$ cat src/hw/dcsw_pkg.sv
// constants, command layout and states of the drive control and status word block
// ****************************************************************
// Behaviour
// - command bit 0 low: ramp down on normal time, drop drive at standstill
// - bit 0 rising edge: go ready; energize motor only if bit 3 high
// - bit 1 low: de-energize at once and coast; high permits switch-on
// - bit 2 low: quick stop on quick ramp to standstill; high permits switch-on
// - bit 3 low: cancel output pulses at once; high allows pulses and switch-on
// - bit 4 low: ramp generator output forced to zero at once
// - bit 5 low: ramp generator output held while running; high: it tracks the setpoint
// - bit 6 low: brake on ramp-down time; high: accelerate toward setpoint
// - bit 7 rising edge acknowledges faults; with on still set, enter lockout
// - bit 10 low: fieldbus process data ignored; high: accepted for control
// - bit 11 high inverts the setpoint sign to reverse direction
// - bit 13 raises, bit 14 lowers the stored motor potentiometer setpoint
// - status bit 1: ready, running or in ramp stop, and no fault present
// - status bit 2: operation enabled, motor follows setpoint
// - status bit 3: fault present; master clears it by pulsing bit 7
// - status bit 4: no coast stop; status bit 5: no quick stop
// - status bit 6 lockout refuses switch-on until stop then new on
// - status bit 7: alarm present, motor keeps running, no acknowledge
// - status bit 9 requests master to take over control
// - status bits 13 and 15: motor overtemp and converter overload, active low
// - status bit 14 high for positive speed, low for negative
// ****************************************************************
package dcsw_pkg;

  // command word layout, bit 15 first
  typedef struct packed {
    logic       rsv15;
    logic       mop_down;
    logic       mop_up;
    logic       rsv12;
    logic       reverse;
    logic       plc_ctrl;
    logic [1:0] rsv9_8;
    logic       fault_ack;
    logic       setpoint_en;
    logic       ramp_run;
    logic       ramp_en;
    logic       op_enable;
    logic       quick_stop_n;
    logic       coast_stop_n;
    logic       ramp_stop_n;
  } dcsw_cmd_s;

  // drive conditions reported into the status word
  typedef struct packed {
    logic supply_ok;
    logic init_done;
    logic alarm;
    logic speed_in_tol;
    logic ctrl_request;
    logic cmp_speed_reached;
    logic torque_not_limited;
    logic motor_overtemp;
    logic conv_overload;
  } dcsw_cond_s;

  // switching states
  typedef enum logic [2:0] {
    ST_LOCKOUT,
    ST_READY_START,
    ST_READY,
    ST_RUN,
    ST_RAMP_STOP,
    ST_QUICK_STOP,
    ST_FAULT
  } dcsw_state_e;

  // reset values and reserved mask
  localparam logic [15:0] CMD_RESET    = 16'h0000;
  localparam logic [15:0] CMD_RSV_MASK = 16'h6CFF;
  localparam logic [15:0] STAT_RESET   = 16'h0000;
  localparam logic [15:0] MOP_RESET    = 16'h0000;

  // status bit positions
  localparam int ST_B_RDY_START = 0;
  localparam int ST_B_READY     = 1;
  localparam int ST_B_OP_EN     = 2;
  localparam int ST_B_FAULT     = 3;
  localparam int ST_B_NO_COAST  = 4;
  localparam int ST_B_NO_QSTOP  = 5;
  localparam int ST_B_LOCKOUT   = 6;
  localparam int ST_B_ALARM     = 7;
  localparam int ST_B_SPD_TOL   = 8;
  localparam int ST_B_CTRL_REQ  = 9;
  localparam int ST_B_CMP_SPD   = 10;
  localparam int ST_B_TRQ_OK    = 11;
  localparam int ST_B_MOT_TEMP  = 13;
  localparam int ST_B_CW        = 14;
  localparam int ST_B_CONV_OVL  = 15;

  // ramp and potentiometer stepping
  localparam int          CLK_PERIOD_NS  = 40;
  localparam int          RAMP_TICK_NS   = 1000;
  localparam int          RAMP_TICK_CYC  = (RAMP_TICK_NS + CLK_PERIOD_NS - 1) / CLK_PERIOD_NS;
  localparam logic [15:0] RAMP_UP_STEP   = 16'h0010;
  localparam logic [15:0] RAMP_DOWN_STEP = 16'h0010;
  localparam logic [15:0] QSTOP_STEP     = 16'h0040;
  localparam logic [15:0] MOP_STEP       = 16'h0001;
  localparam logic [15:0] MOP_MAX        = 16'h7FFF;
  localparam logic [15:0] MOP_MIN        = 16'h8001;

endpackage

$ cat src/hw/dcsw_ramp.sv
// ramp generator that steps its output toward a target on tick enables
module dcsw_ramp
  import dcsw_pkg::*;
(
  // clock and reset
  input  wire logic               clk,
  input  wire logic               rst,
  // control
  input  wire logic               step_en,
  input  wire logic               force_zero,
  input  wire logic               hold,
  input  wire logic signed [15:0] target,
  input  wire logic        [15:0] step_up,
  input  wire logic        [15:0] step_down,
  // output
  output logic signed      [15:0] ramp_out
);

  // one step from cur toward tgt, never overshooting
  function automatic logic signed [15:0] approach(input logic signed [15:0] cur,
                                                  input logic signed [15:0] tgt,
                                                  input logic [15:0] stp);
    logic signed [16:0] diff;
    logic        [16:0] mag;
    diff = 17'(tgt) - 17'(cur);
    mag  = diff[16] ? 17'(-diff) : 17'(diff);
    if (mag <= {1'b0, stp}) begin
      approach = tgt;
    end else if (diff[16]) begin
      approach = 16'(17'(cur) - {1'b0, stp});
    end else begin
      approach = 16'(17'(cur) + {1'b0, stp});
    end
  endfunction

  logic accel;

  // away from zero accelerates, toward zero brakes
  assign accel = (target > ramp_out) ? !ramp_out[15] : (ramp_out[15] || ramp_out == 16'sh0);

  // output register
  always_ff @(posedge clk) begin
    if (rst) begin
      ramp_out <= 16'sh0000;
    end else if (force_zero) begin
      ramp_out <= 16'sh0000;
    end else if (step_en && !hold) begin
      ramp_out <= approach(ramp_out, target, accel ? step_up : step_down);
    end
  end

endmodule // dcsw_ramp

$ cat src/hw/dcsw_top.sv
// drive control word decoder, switching sequence and status word assembly
module dcsw_top
  import dcsw_pkg::*;
(
  // clock and reset
  input  wire logic               clk,
  input  wire logic               rst,
  // fieldbus command word
  input  wire logic        [15:0] drive_command_word,
  input  wire logic               cmd_valid,
  // fieldbus status word
  output logic             [15:0] drive_state_word,
  // drive conditions and events
  input  wire dcsw_cond_s         cond,
  input  wire logic               fault_event,
  input  wire logic               fault_active,
  input  wire logic signed [15:0] speed_actual,
  input  wire logic signed [15:0] setpoint,
  // power stage and setpoint path
  output logic                    pulse_enable,
  output logic signed      [15:0] ramp_out,
  output logic signed      [15:0] motor_potentiometer
);

  // ****************************************************************
  // command capture
  // ****************************************************************

  // a word without fieldbus control leaves the previous one in force,
  // so a master dropping control does not stop the drive
  dcsw_cmd_s   cmd_reg;
  logic        on_prev_reg;
  logic        ack_prev_reg;
  logic        on_rise;
  logic        ack_rise;

  // process data only latched while the word itself asks for fieldbus control
  always_ff @(posedge clk) begin
    if (rst) begin
      cmd_reg      <= dcsw_cmd_s'(CMD_RESET);
    end else if (cmd_valid) begin
      // reserved bits masked here so no later decode sees them
      if (drive_command_word[10]) begin
        cmd_reg <= dcsw_cmd_s'(drive_command_word & CMD_RSV_MASK);
      end
    end
  end

  // previous values reset to the idle level, so no false edge after
  // reset; an edge needs the low word latched for at least one cycle
  // edge detection on on-command and fault acknowledge
  always_ff @(posedge clk) begin
    if (rst) begin
      on_prev_reg  <= 1'b0;
      ack_prev_reg <= 1'b0;
    end else begin
      on_prev_reg  <= cmd_reg.ramp_stop_n;
      ack_prev_reg <= cmd_reg.fault_ack;
    end
  end

  assign on_rise  = cmd_reg.ramp_stop_n && !on_prev_reg;
  assign ack_rise = cmd_reg.fault_ack && !ack_prev_reg;

  // ****************************************************************
  // fault latch
  // ****************************************************************

  logic fault_reg;

  // a standing fault keeps the latch set; its acknowledge is lost
  // and must be repeated once the fault has gone
  // a new fault wins over an acknowledge in the same cycle
  always_ff @(posedge clk) begin
    if (rst) begin
      fault_reg <= 1'b0;
    end else if (fault_event || fault_active) begin
      fault_reg <= 1'b1;
    end else if (ack_rise) begin
      fault_reg <= 1'b0;
    end
  end

  // ****************************************************************
  // tick divider for ramp and potentiometer stepping
  // ****************************************************************

  // counter wide enough for the full tick count
  localparam int TICK_W = $clog2(RAMP_TICK_CYC + 1);

  logic [TICK_W-1:0] tick_cnt_reg;
  logic              tick_reg;

  // count rounded up to whole clocks: steps never come too fast;
  // ramp and potentiometer share this tick
  // one-cycle enable every RAMP_TICK_CYC clocks
  always_ff @(posedge clk) begin
    if (rst) begin
      tick_cnt_reg <= '0;
      tick_reg     <= 1'b0;
    end else if (tick_cnt_reg == TICK_W'(RAMP_TICK_CYC - 1)) begin
      tick_cnt_reg <= '0;
      tick_reg     <= 1'b1;
    end else begin
      tick_cnt_reg <= tick_cnt_reg + TICK_W'(1);
      tick_reg     <= 1'b0;
    end
  end

  // ****************************************************************
  // switching sequence
  // ****************************************************************

  dcsw_state_e state_reg;
  dcsw_state_e state_next;
  logic        powered;
  logic        standstill;

  // powered gates the step from lockout to ready to start; standstill is judged on
  // the ramp output, so a stop ends even without speed feedback
  assign powered    = cond.supply_ok && cond.init_done;
  assign standstill = (ramp_out == 16'sh0000);

  // priority: coast stop, quick stop, inhibit, normal stop;
  // the fault latch overrides the whole decision at the end
  // next state from command bits, fault and standstill
  always_comb begin
    state_next = state_reg;
    case (state_reg)
      ST_LOCKOUT: begin
        // leaves only after the on command was dropped
        if (powered && !cmd_reg.ramp_stop_n && cmd_reg.coast_stop_n &&
            cmd_reg.quick_stop_n) begin
          state_next = ST_READY_START;
        end
      end
      ST_READY_START: begin
        // waits for a rising edge of the on command
        if (!powered || !cmd_reg.coast_stop_n || !cmd_reg.quick_stop_n) begin
          state_next = ST_LOCKOUT;
        end else if (on_rise) begin
          state_next = ST_READY;
        end
      end
      ST_READY: begin
        // on seen; pulses wait for operation enable
        if (!cmd_reg.coast_stop_n || !cmd_reg.quick_stop_n) begin
          state_next = ST_LOCKOUT;
        end else if (!cmd_reg.ramp_stop_n) begin
          state_next = ST_READY_START;
        end else if (cmd_reg.op_enable) begin
          state_next = ST_RUN;
        end
      end
      ST_RUN: begin
        // pulses on, ramp follows the setpoint
        if (!cmd_reg.coast_stop_n) begin
          state_next = ST_LOCKOUT;
        end else if (!cmd_reg.quick_stop_n) begin
          state_next = ST_QUICK_STOP;
        end else if (!cmd_reg.op_enable) begin
          state_next = ST_READY;
        end else if (!cmd_reg.ramp_stop_n) begin
          state_next = ST_RAMP_STOP;
        end
      end
      ST_RAMP_STOP: begin
        // normal braking, pulses stay on
        if (!cmd_reg.coast_stop_n) begin
          state_next = ST_LOCKOUT;
        end else if (!cmd_reg.quick_stop_n) begin
          state_next = ST_QUICK_STOP;
        end else if (!cmd_reg.op_enable || standstill) begin
          state_next = ST_READY_START;
        end
      end
      ST_QUICK_STOP: begin
        // quick braking, always ends in lockout
        if (!cmd_reg.coast_stop_n || !cmd_reg.op_enable || standstill) begin
          state_next = ST_LOCKOUT;
        end
      end
      ST_FAULT: begin
        // held until the latch is acknowledged
        if (!fault_reg) begin
          // acknowledged: still-set on command forces lockout
          state_next = cmd_reg.ramp_stop_n ? ST_LOCKOUT : ST_READY_START;
        end
      end
      default: begin
        state_next = ST_LOCKOUT;
      end
    endcase
    if (fault_reg) begin
      state_next = ST_FAULT;
    end
  end

  // lockout after reset forces a stop then on before switch-on
  // state register
  always_ff @(posedge clk) begin
    if (rst) begin
      state_reg <= ST_LOCKOUT;
    end else begin
      state_reg <= state_next;
    end
  end

  // ****************************************************************
  // power stage
  // ****************************************************************

  logic drive_state;

  // next state lets pulses drop on the edge at which a coast stop
  // or inhibit is decoded, the same edge at which the state register shows it
  // pulses only in driving states with operation enabled
  assign drive_state = (state_next == ST_RUN) || (state_next == ST_RAMP_STOP) ||
                       (state_next == ST_QUICK_STOP);

  always_ff @(posedge clk) begin
    if (rst) begin
      pulse_enable <= 1'b0;
    end else begin
      pulse_enable <= drive_state && cmd_reg.op_enable && cmd_reg.coast_stop_n;
    end
  end

  // ****************************************************************
  // setpoint path and ramp generator
  // ****************************************************************

  logic signed [15:0] setpoint_dir;
  logic signed [15:0] ramp_target;
  logic        [15:0] down_step;
  logic               ramp_zero;
  logic               ramp_hold;

  // the most negative setpoint has no positive twin: keep
  // setpoints inside the potentiometer limits
  // direction reversal by sign inversion
  assign setpoint_dir = cmd_reg.reverse ? 16'(-setpoint) : setpoint;

  // target is the setpoint only while running with setpoint enabled
  always_comb begin
    if (state_reg == ST_RUN && cmd_reg.setpoint_en) begin
      ramp_target = setpoint_dir;
    end else begin
      ramp_target = 16'sh0000;
    end
  end

  // the ramp picks up or down step from its direction of travel,
  // so only the braking step changes with the stop kind
  // quick stop brakes on its own step
  assign down_step = (state_reg == ST_QUICK_STOP) ? QSTOP_STEP : RAMP_DOWN_STEP;

  // a stopped power stage leaves the ramp at zero
  assign ramp_zero = !cmd_reg.ramp_en || !pulse_enable;
  assign ramp_hold = !cmd_reg.ramp_run && (state_reg == ST_RUN);

  // ramp_out comes straight from the submodule's flop
  dcsw_ramp u_ramp (
    .clk        (clk),
    .rst        (rst),
    .step_en    (tick_reg),
    .force_zero (ramp_zero),
    .hold       (ramp_hold),
    .target     (ramp_target),
    .step_up    (RAMP_UP_STEP),
    .step_down  (down_step),
    .ramp_out   (ramp_out)
  );

  // ****************************************************************
  // motor potentiometer
  // ****************************************************************

  // both directions at once cancel; the value survives stops
  // and faults and is cleared only by reset
  // raise or lower stored setpoint on each tick, saturating
  always_ff @(posedge clk) begin
    if (rst) begin
      motor_potentiometer <= MOP_RESET;
    end else if (tick_reg && (cmd_reg.mop_up != cmd_reg.mop_down)) begin
      if (cmd_reg.mop_up && motor_potentiometer < $signed(MOP_MAX)) begin
        motor_potentiometer <= motor_potentiometer + $signed(MOP_STEP);
      end else if (cmd_reg.mop_down && motor_potentiometer > $signed(MOP_MIN)) begin
        motor_potentiometer <= motor_potentiometer - $signed(MOP_STEP);
      end
    end
  end

  // ****************************************************************
  // status word
  // ****************************************************************

  logic [15:0] stat_next;

  // recomputed each cycle, one clock behind its causes; alarm and
  // thermal bits pass unlatched; bit 12 is reserved and stays low
  // assemble status bits from sequence state and drive conditions
  always_comb begin
    stat_next = STAT_RESET;
    stat_next[ST_B_RDY_START] = powered && !pulse_enable &&
                                (state_reg == ST_READY_START || state_reg == ST_READY);
    stat_next[ST_B_READY]     = (state_reg == ST_READY || state_reg == ST_RUN ||
                                 state_reg == ST_RAMP_STOP) && !fault_reg;
    stat_next[ST_B_OP_EN]     = (state_reg == ST_RUN) && pulse_enable;
    stat_next[ST_B_FAULT]     = fault_reg;
    stat_next[ST_B_NO_COAST]  = cmd_reg.coast_stop_n;
    stat_next[ST_B_NO_QSTOP]  = cmd_reg.quick_stop_n && (state_reg != ST_QUICK_STOP);
    stat_next[ST_B_LOCKOUT]   = (state_reg == ST_LOCKOUT);
    stat_next[ST_B_ALARM]     = cond.alarm;
    stat_next[ST_B_SPD_TOL]   = cond.speed_in_tol;
    stat_next[ST_B_CTRL_REQ]  = cond.ctrl_request;
    stat_next[ST_B_CMP_SPD]   = cond.cmp_speed_reached;
    stat_next[ST_B_TRQ_OK]    = cond.torque_not_limited;
    stat_next[ST_B_MOT_TEMP]  = !cond.motor_overtemp;
    stat_next[ST_B_CW]        = !speed_actual[15] && (speed_actual != 16'sh0000);
    stat_next[ST_B_CONV_OVL]  = !cond.conv_overload;
  end

  // registered so the fieldbus always reads a settled word
  // status register
  always_ff @(posedge clk) begin
    if (rst) begin
      drive_state_word <= STAT_RESET;
    end else begin
      drive_state_word <= stat_next;
    end
  end

endmodule // dcsw_top

$ cat config.mk
export PLATFORM = sky130hd
export DESIGN_NAME = dcsw_top
export DESIGN_NICKNAME = d
export VERILOG_FILES = /design/src/hw/dcsw_pkg.sv /design/src/hw/dcsw_ramp.sv /design/src/hw/dcsw_top.sv
export SDC_FILE = /design/constraint.sdc
export NUM_CORES = 1
export LEC_CHECK = 0
export BUFFER_PORTS_ARGS = -buffer_cell sky130_fd_sc_hd__buf_2
export CAP_MARGIN = 20
export CORE_MARGIN = 2
export CORE_UTILIZATION = 50
export DETAILED_ROUTE_END_ITERATION = 7
export GPL_TIMING_DRIVEN = 0
export PLACE_DENSITY = 0.8
export SKIP_LAST_GASP = 1
export SYNTH_ARGS = -nofsm -noshare
export SYNTH_HDL_FRONTEND = slang
export SYNTH_SLANG_ARGS = --single-unit
export TNS_END_PERCENT = 10
$ cat constraint.sdc
create_clock -name clk -period 9 [get_ports clk]
set_clock_uncertainty 0.2 [all_clocks]
set_input_delay 1.35 -clock clk [delete_from_list [all_inputs] [get_ports clk]]
set_output_delay 1.35 -clock clk [all_outputs]
set_load 0.01 [all_outputs]
; After elaboration in Yosys (flattened, before gate mapping)
; Cells that the tools add are included.
[totals]
register_bits = 72
latch_bits = 0
ram_bits = 0
rom_bits = 0
out_inout_bits = 49
wordCells = 135
n_memories = 0
[classes]
n_addsub = 8
multipliers = 0
div = 0
magnitude_cmp = 4
eq_ne = 12
shifts = 0
mux = 30
bitwise = 0
reduce_logical = 59
[op_table]
columns = operator, n
row1 = $mux 16, 6
row2 = $mux 3, 15
row3 = $pmux 3 s7, 1
row4 = $logic_and 1x1->1, 20
row5 = $le 17x16->1, 1
row6 = $mux 17, 1
row7 = $neg 17->17, 1
row8 = $sub 16x16->17, 1
row9 = $add 16x2->16 const B, 1
row10 = $add 16x7->16, 1
row11 = $gt 16x16->1, 1
row12 = $gt 16x16->1 const B, 1
row13 = $logic_not 1->1, 16
row14 = $logic_not 16->1, 1
row15 = $lt 16x16->1 const B, 1
row16 = $neg 16->16, 1
row17 = $reduce_bool 16->1, 1
row18 = $sub 16x2->16 const B, 1
row19 = $sub 16x7->16, 1
row20 = $eq 3x3->1 const B, 5
row21 = $logic_or 1x1->1, 14
row22 = $mux 7, 2
row23 = $eq 3x2->1 const B, 3
row24 = $add 5x1->5 const B, 1
row25 = other kinds (9), 16

; Depth between registers and ports, before layout
[depth]
depth_word = 12
mapped_depth = 30
depth_no_buf = 29

; By module
; A second synthesis with hierarchy kept.
[unflattened]
cells_unflattened = 871
hier_area_um2 = 6749.0
[by_module_without_submodules]
columns = mod, n_inst, cells_each, area_per_inst_um2, seq_area_each_um2
row1 = dcsw_ramp, 1, 479, 3593.4, 320.3
row2 = dcsw_top, 1, 392, 3155.5, 1101.1

; Worst setup path after synthesis
; No wires, ideal clock.
[synth_path]
kind = input port to flip-flop
start = input setpoint[0]
end = register u_ramp.ramp_out[15]
t_arrival_ns = 6.572
slack_ns = 2.149
path_stages = 28
n_path_buf = 1
cell_sequence = inv_1 -> ha_1 -> nand2_1 -> or3_1 -> or4_1 -> o21ai_0 -> xor2_1 -> nor2_1 -> ha_1 -> clkbuf_1 -> nand2_1 -> a2111oi_2 -> o21ai_1 -> or3_1 -> a21oi_4 -> inv_1 -> ha_1 -> o21a_1 -> o21ai_0 -> a21boi_0 -> o2111ai_1 -> a31oi_1 -> a21o_1 -> a21oi_1 -> xnor2_1 -> or2_2 -> a21o_2 -> o211ai_1
[synth_between]
elab_chain_cells = 9
elab_cells_between_ends = 14
classes_between = add/sub: 5 / order compare: 2 / mux: 7
[synth_lines]
columns = element, line_no
row1 = "start, declared", dcsw_top.sv:18  ; input wire logic signed [15:0] setpoint,
row2 = $neg 16->16, dcsw_top.sv:242  ; assign setpoint_dir = cmd_reg.reverse ? 16'(-setpoint) : setpoint;
row3 = $mux 16 (*), dcsw_top.sv:242
row4 = $mux 16 (*), dcsw_top.sv:246  ; if (state_reg == ST_RUN && cmd_reg.setpoint_en) begin
row5 = "parallel branches: the longest is 5 deep, another holds $sub 16x16->17", --
row6 = $mux 16 (*), dcsw_ramp.sv:27  ; if (mag <= {1'b0, stp}) begin
row7 = "end signal, assigned", dcsw_ramp.sv:48  ; ramp_out <= approach(ramp_out, target, accel ? step_up : step_down);
row8 = "end, declared", dcsw_ramp.sv:16  ; output logic signed [15:0] ramp_out
; Mark *: on every way between the ends.
; A chain may end at the register's enable or synchronous reset.

; Final worst setup path
; Ends and elaborated chain as after synthesis.

==> results.ini <==
[worst_setup_path]
cpMaxStageDelayCell = or4_1
cp-endpoint = u_ramp.ramp_out[15]
rrSetupSlack_ps = 2480
endpoint_kind = flip-flop
arrival_ps = 7620
critPathLaunchType = input pin
r2r_start = state_reg[1]
critPathMaxFanout = 8
required_ps = 9070
cp_slowest_stage_delay_ps = 490
crit_path_frequent_cell = ha_1
r2r_end = u_ramp.ramp_out[15]
worstSetupPathType = in2reg
r2r_cells = 28
crit_path_start = setpoint[0]

[grt]
grt_pass1_wl_um = 22850
grt_usage = 0.2428
grt_max_degree = 14
grt_pass1_vias = 4934
top_usage_layer = met2
met2_usage = 0.4205
grtUsageMet3 = 0.05124
antenna_found_initial = 0
overflow = 0
grtUsageMet1 = 0.3041

[timing]
setup_violations = 0
fin_crit_ps = 7552
fin_tns_setup_ps = 0
slew_headroom = 0.4674
period_share = 0.8391
max_slew.worst_pin.slew_ps = 792.1
slew_violations = 0
hold_viol = 0
grt_setup_unrepaired = no
fmax_mhz = 132.4

[logic_synthesis]
ys_warn_count = 0
synth_cell_types = 82
synthArstFlopShare = 0
synth_top_flop_cell = dfxtp_1
synth-edff-count = 0
synth_seq_cells = 71
synthCells = 697
synth_fp_nets = 806
syn_area_um2 = 5466
yosysSeqAreaShare = 0.2600
syn_avg_cell_area_um2 = 7.843

[power_and_ir_drop]
power_switching_mw = 0.1723
power_frac_clock = 0.396
pwr-share-comb = 0.105
leakage_nw = 3.008
netSwitchingFraction = 0.2632
ir_worst_vdd_mv = 0.1109
p_seq_frac = 0.499
power.density_nw_per_um2 = 102.5
p_int_mw = 0.4823

[floorplanning]
die_area_um2 = 11790
start_util = 0.5087
core_area_um2 = 10750
chipHeight_um = 108.6
rows = 38
die_x_um = 108.6
ios = 111

[cts]
cts.sinks = 71
hold_buffers = 0
root_buffer = clkbuf_8
clk_latency_ps = 360
cts-resized-gates = 0
cts_setup_buffers = 0
ctsHtreeMaxLevel = 3
clk_pin_slew_ps = 80
clockBufferDepth = 2
cts_tree = done
cts_buffers = 9

[drt]
firstDrtPassIters = 5
vias = 5441
wl_per_cell_um = 14.68
drcViolationCount = 0
via_per_inst = 5.668
drtIter0Drc = 247
postRouteAntennaNets = 0
wl_um = 14090

[layout]
antennaDiodeCount = 0
layout_commonest_cell = buf_2
mostFrequentLayoutCells = buf_2 (105), nor2_1 (82), dfxtp_1 (71)
stdcell_count = 960
reg_top3 = motor_potentiometer (16), u_ramp.ramp_out (16), drive_state_word (15)
layout.nets = 924
area_growth_syn_to_layout_pct = 16.89
drive_above_1_share = 0.2000

[hold_path]
hold_path.class = reg2reg

[placement]
post-dp-hpwl_um = 11030
gp_congestion = 0.9492
portBuffers = 105
dp.cells = 944

[status]
status = completed

[flow_run]
cap_violations = 0

==> power by group through the flow <==
stage | Combinational [mW] | Sequential [mW] | Clock [mW]
after detailed placement | 0.0682 | 0.334 | 0
after global placement | 0.0666 | 0.334 | 0
after floorplan | 0.0392 | 0.334 | 0
after CTS | 0.0688 | 0.327 | 0.262
final | 0.0687 | 0.327 | 0.259
after global routing | 0.0766 | 0.328 | 0.275
==> kinds of logic (layout without fill, tap and decap cells) <==
| family | after synthesis | in the layout | synth area share |
|---|---|---|---|
| AOI/OAI and AO/OA | 179 | 179 | 0.2126 |
| xor gates and xnor gates | 52 | 52 | 0.08331 |
| adders and majority gates | 47 | 47 | 0.1103 |
| buffers and inverters | 63 | 186 | 0.05768 |
| DFF | 71 | 71 | 0.2600 |
| muxes | 16 | 16 | 0.02930 |
| other | 1 | 1 | 0.0006860 |
| and+or+nand+nor | 268 | 268 | 0.2461 |
==> Yosys cell counts (3+ instances only) <==
cell      count  share of area
nor2_1       82          0.056
dfxtp_1      71           0.26
nand2_1      68          0.047
a21oi_1      64          0.059
ha_1         45           0.10
o21ai_0      39          0.036
inv_1        34          0.023
xnor2_1      29          0.046
xor2_1       23          0.037
nand4_1      17          0.019
mux2i_1      16          0.029
clkbuf_1     15          0.010
nor3_1       14          0.013
nor4_1       12          0.014
a21o_1       11          0.015
nor2b_1      11          0.013
nand3_1      10         0.0092
o21a_1        7         0.0096
and2_1        6         0.0069
a211oi_1      5         0.0069
a31oi_1       5         0.0057
and3_1        5         0.0057
buf_6         5          0.010
nand2b_1      5         0.0057
o211ai_1      5         0.0069
or2_2         5         0.0057
or3_1         5         0.0057
or4_1         5         0.0069
a21oi_2       4         0.0064
nand4b_1      4         0.0064
o21ai_1       3         0.0027
o31ai_1       3         0.0041
==> worst min-delay path by stage <==
stage	startpoint	endpoint	slack, ps	cells after the start
after floorplan	cmd_reg[7]	ack_prev_reg	230	2
after global placement	cmd_reg[7]	ack_prev_reg	240	2
after detailed placement	tick_cnt_reg[0]	tick_cnt_reg[0]	250	1
after CTS	tick_cnt_reg[0]	tick_cnt_reg[0]	270	1
after global routing	cmd_reg[4]	cmd_reg[4]	290	2
final	tick_cnt_reg[0]	tick_cnt_reg[0]	260	1
==> metal layers <==
metal,up-vias,wire [um]
met5,-,0
met4,0,254
met3,19,893
met2,172,6826
met1,2526,6114
li1,2724,-
==> critical path: cells and delay by family <==
kind            cells  cell delay [ps]
simple gates        7             1840
buf+inv             4              590
xor+xnor            2              280
compound gates     13             2810
fa+ha+maj           3              730
==> layout make-up <==
class,count,area [um^2]
clock buffers,10,127.6
inverters,35,131.4
well taps,140,175.2
plain buffers,28,183.9
repair buffers,107,544.3
fillers,1028,4355
multi-input cells,563,3737
clock inverters,6,68.82
flip-flops and latches,71,1421
==> metrics by stage <==
stage	worst slack (ps)	total power, mW	hold WS (ps)	instance area, um^2	utilization
final	1448	0.6547	264.4	6390	0.5947
after global routing	958.8	0.6791	290.8	6390	0.5947
after CTS	1552	0.6578	269.7	6390	0.5947
after detailed placement	1195	0.4023	253.3	6193	0.5764
after global placement	1232	0.4005	241.2	6167	0.5739
after floorplan	2149	0.3735	225.1	5466	-
Power figures use the tool's default switching activity.
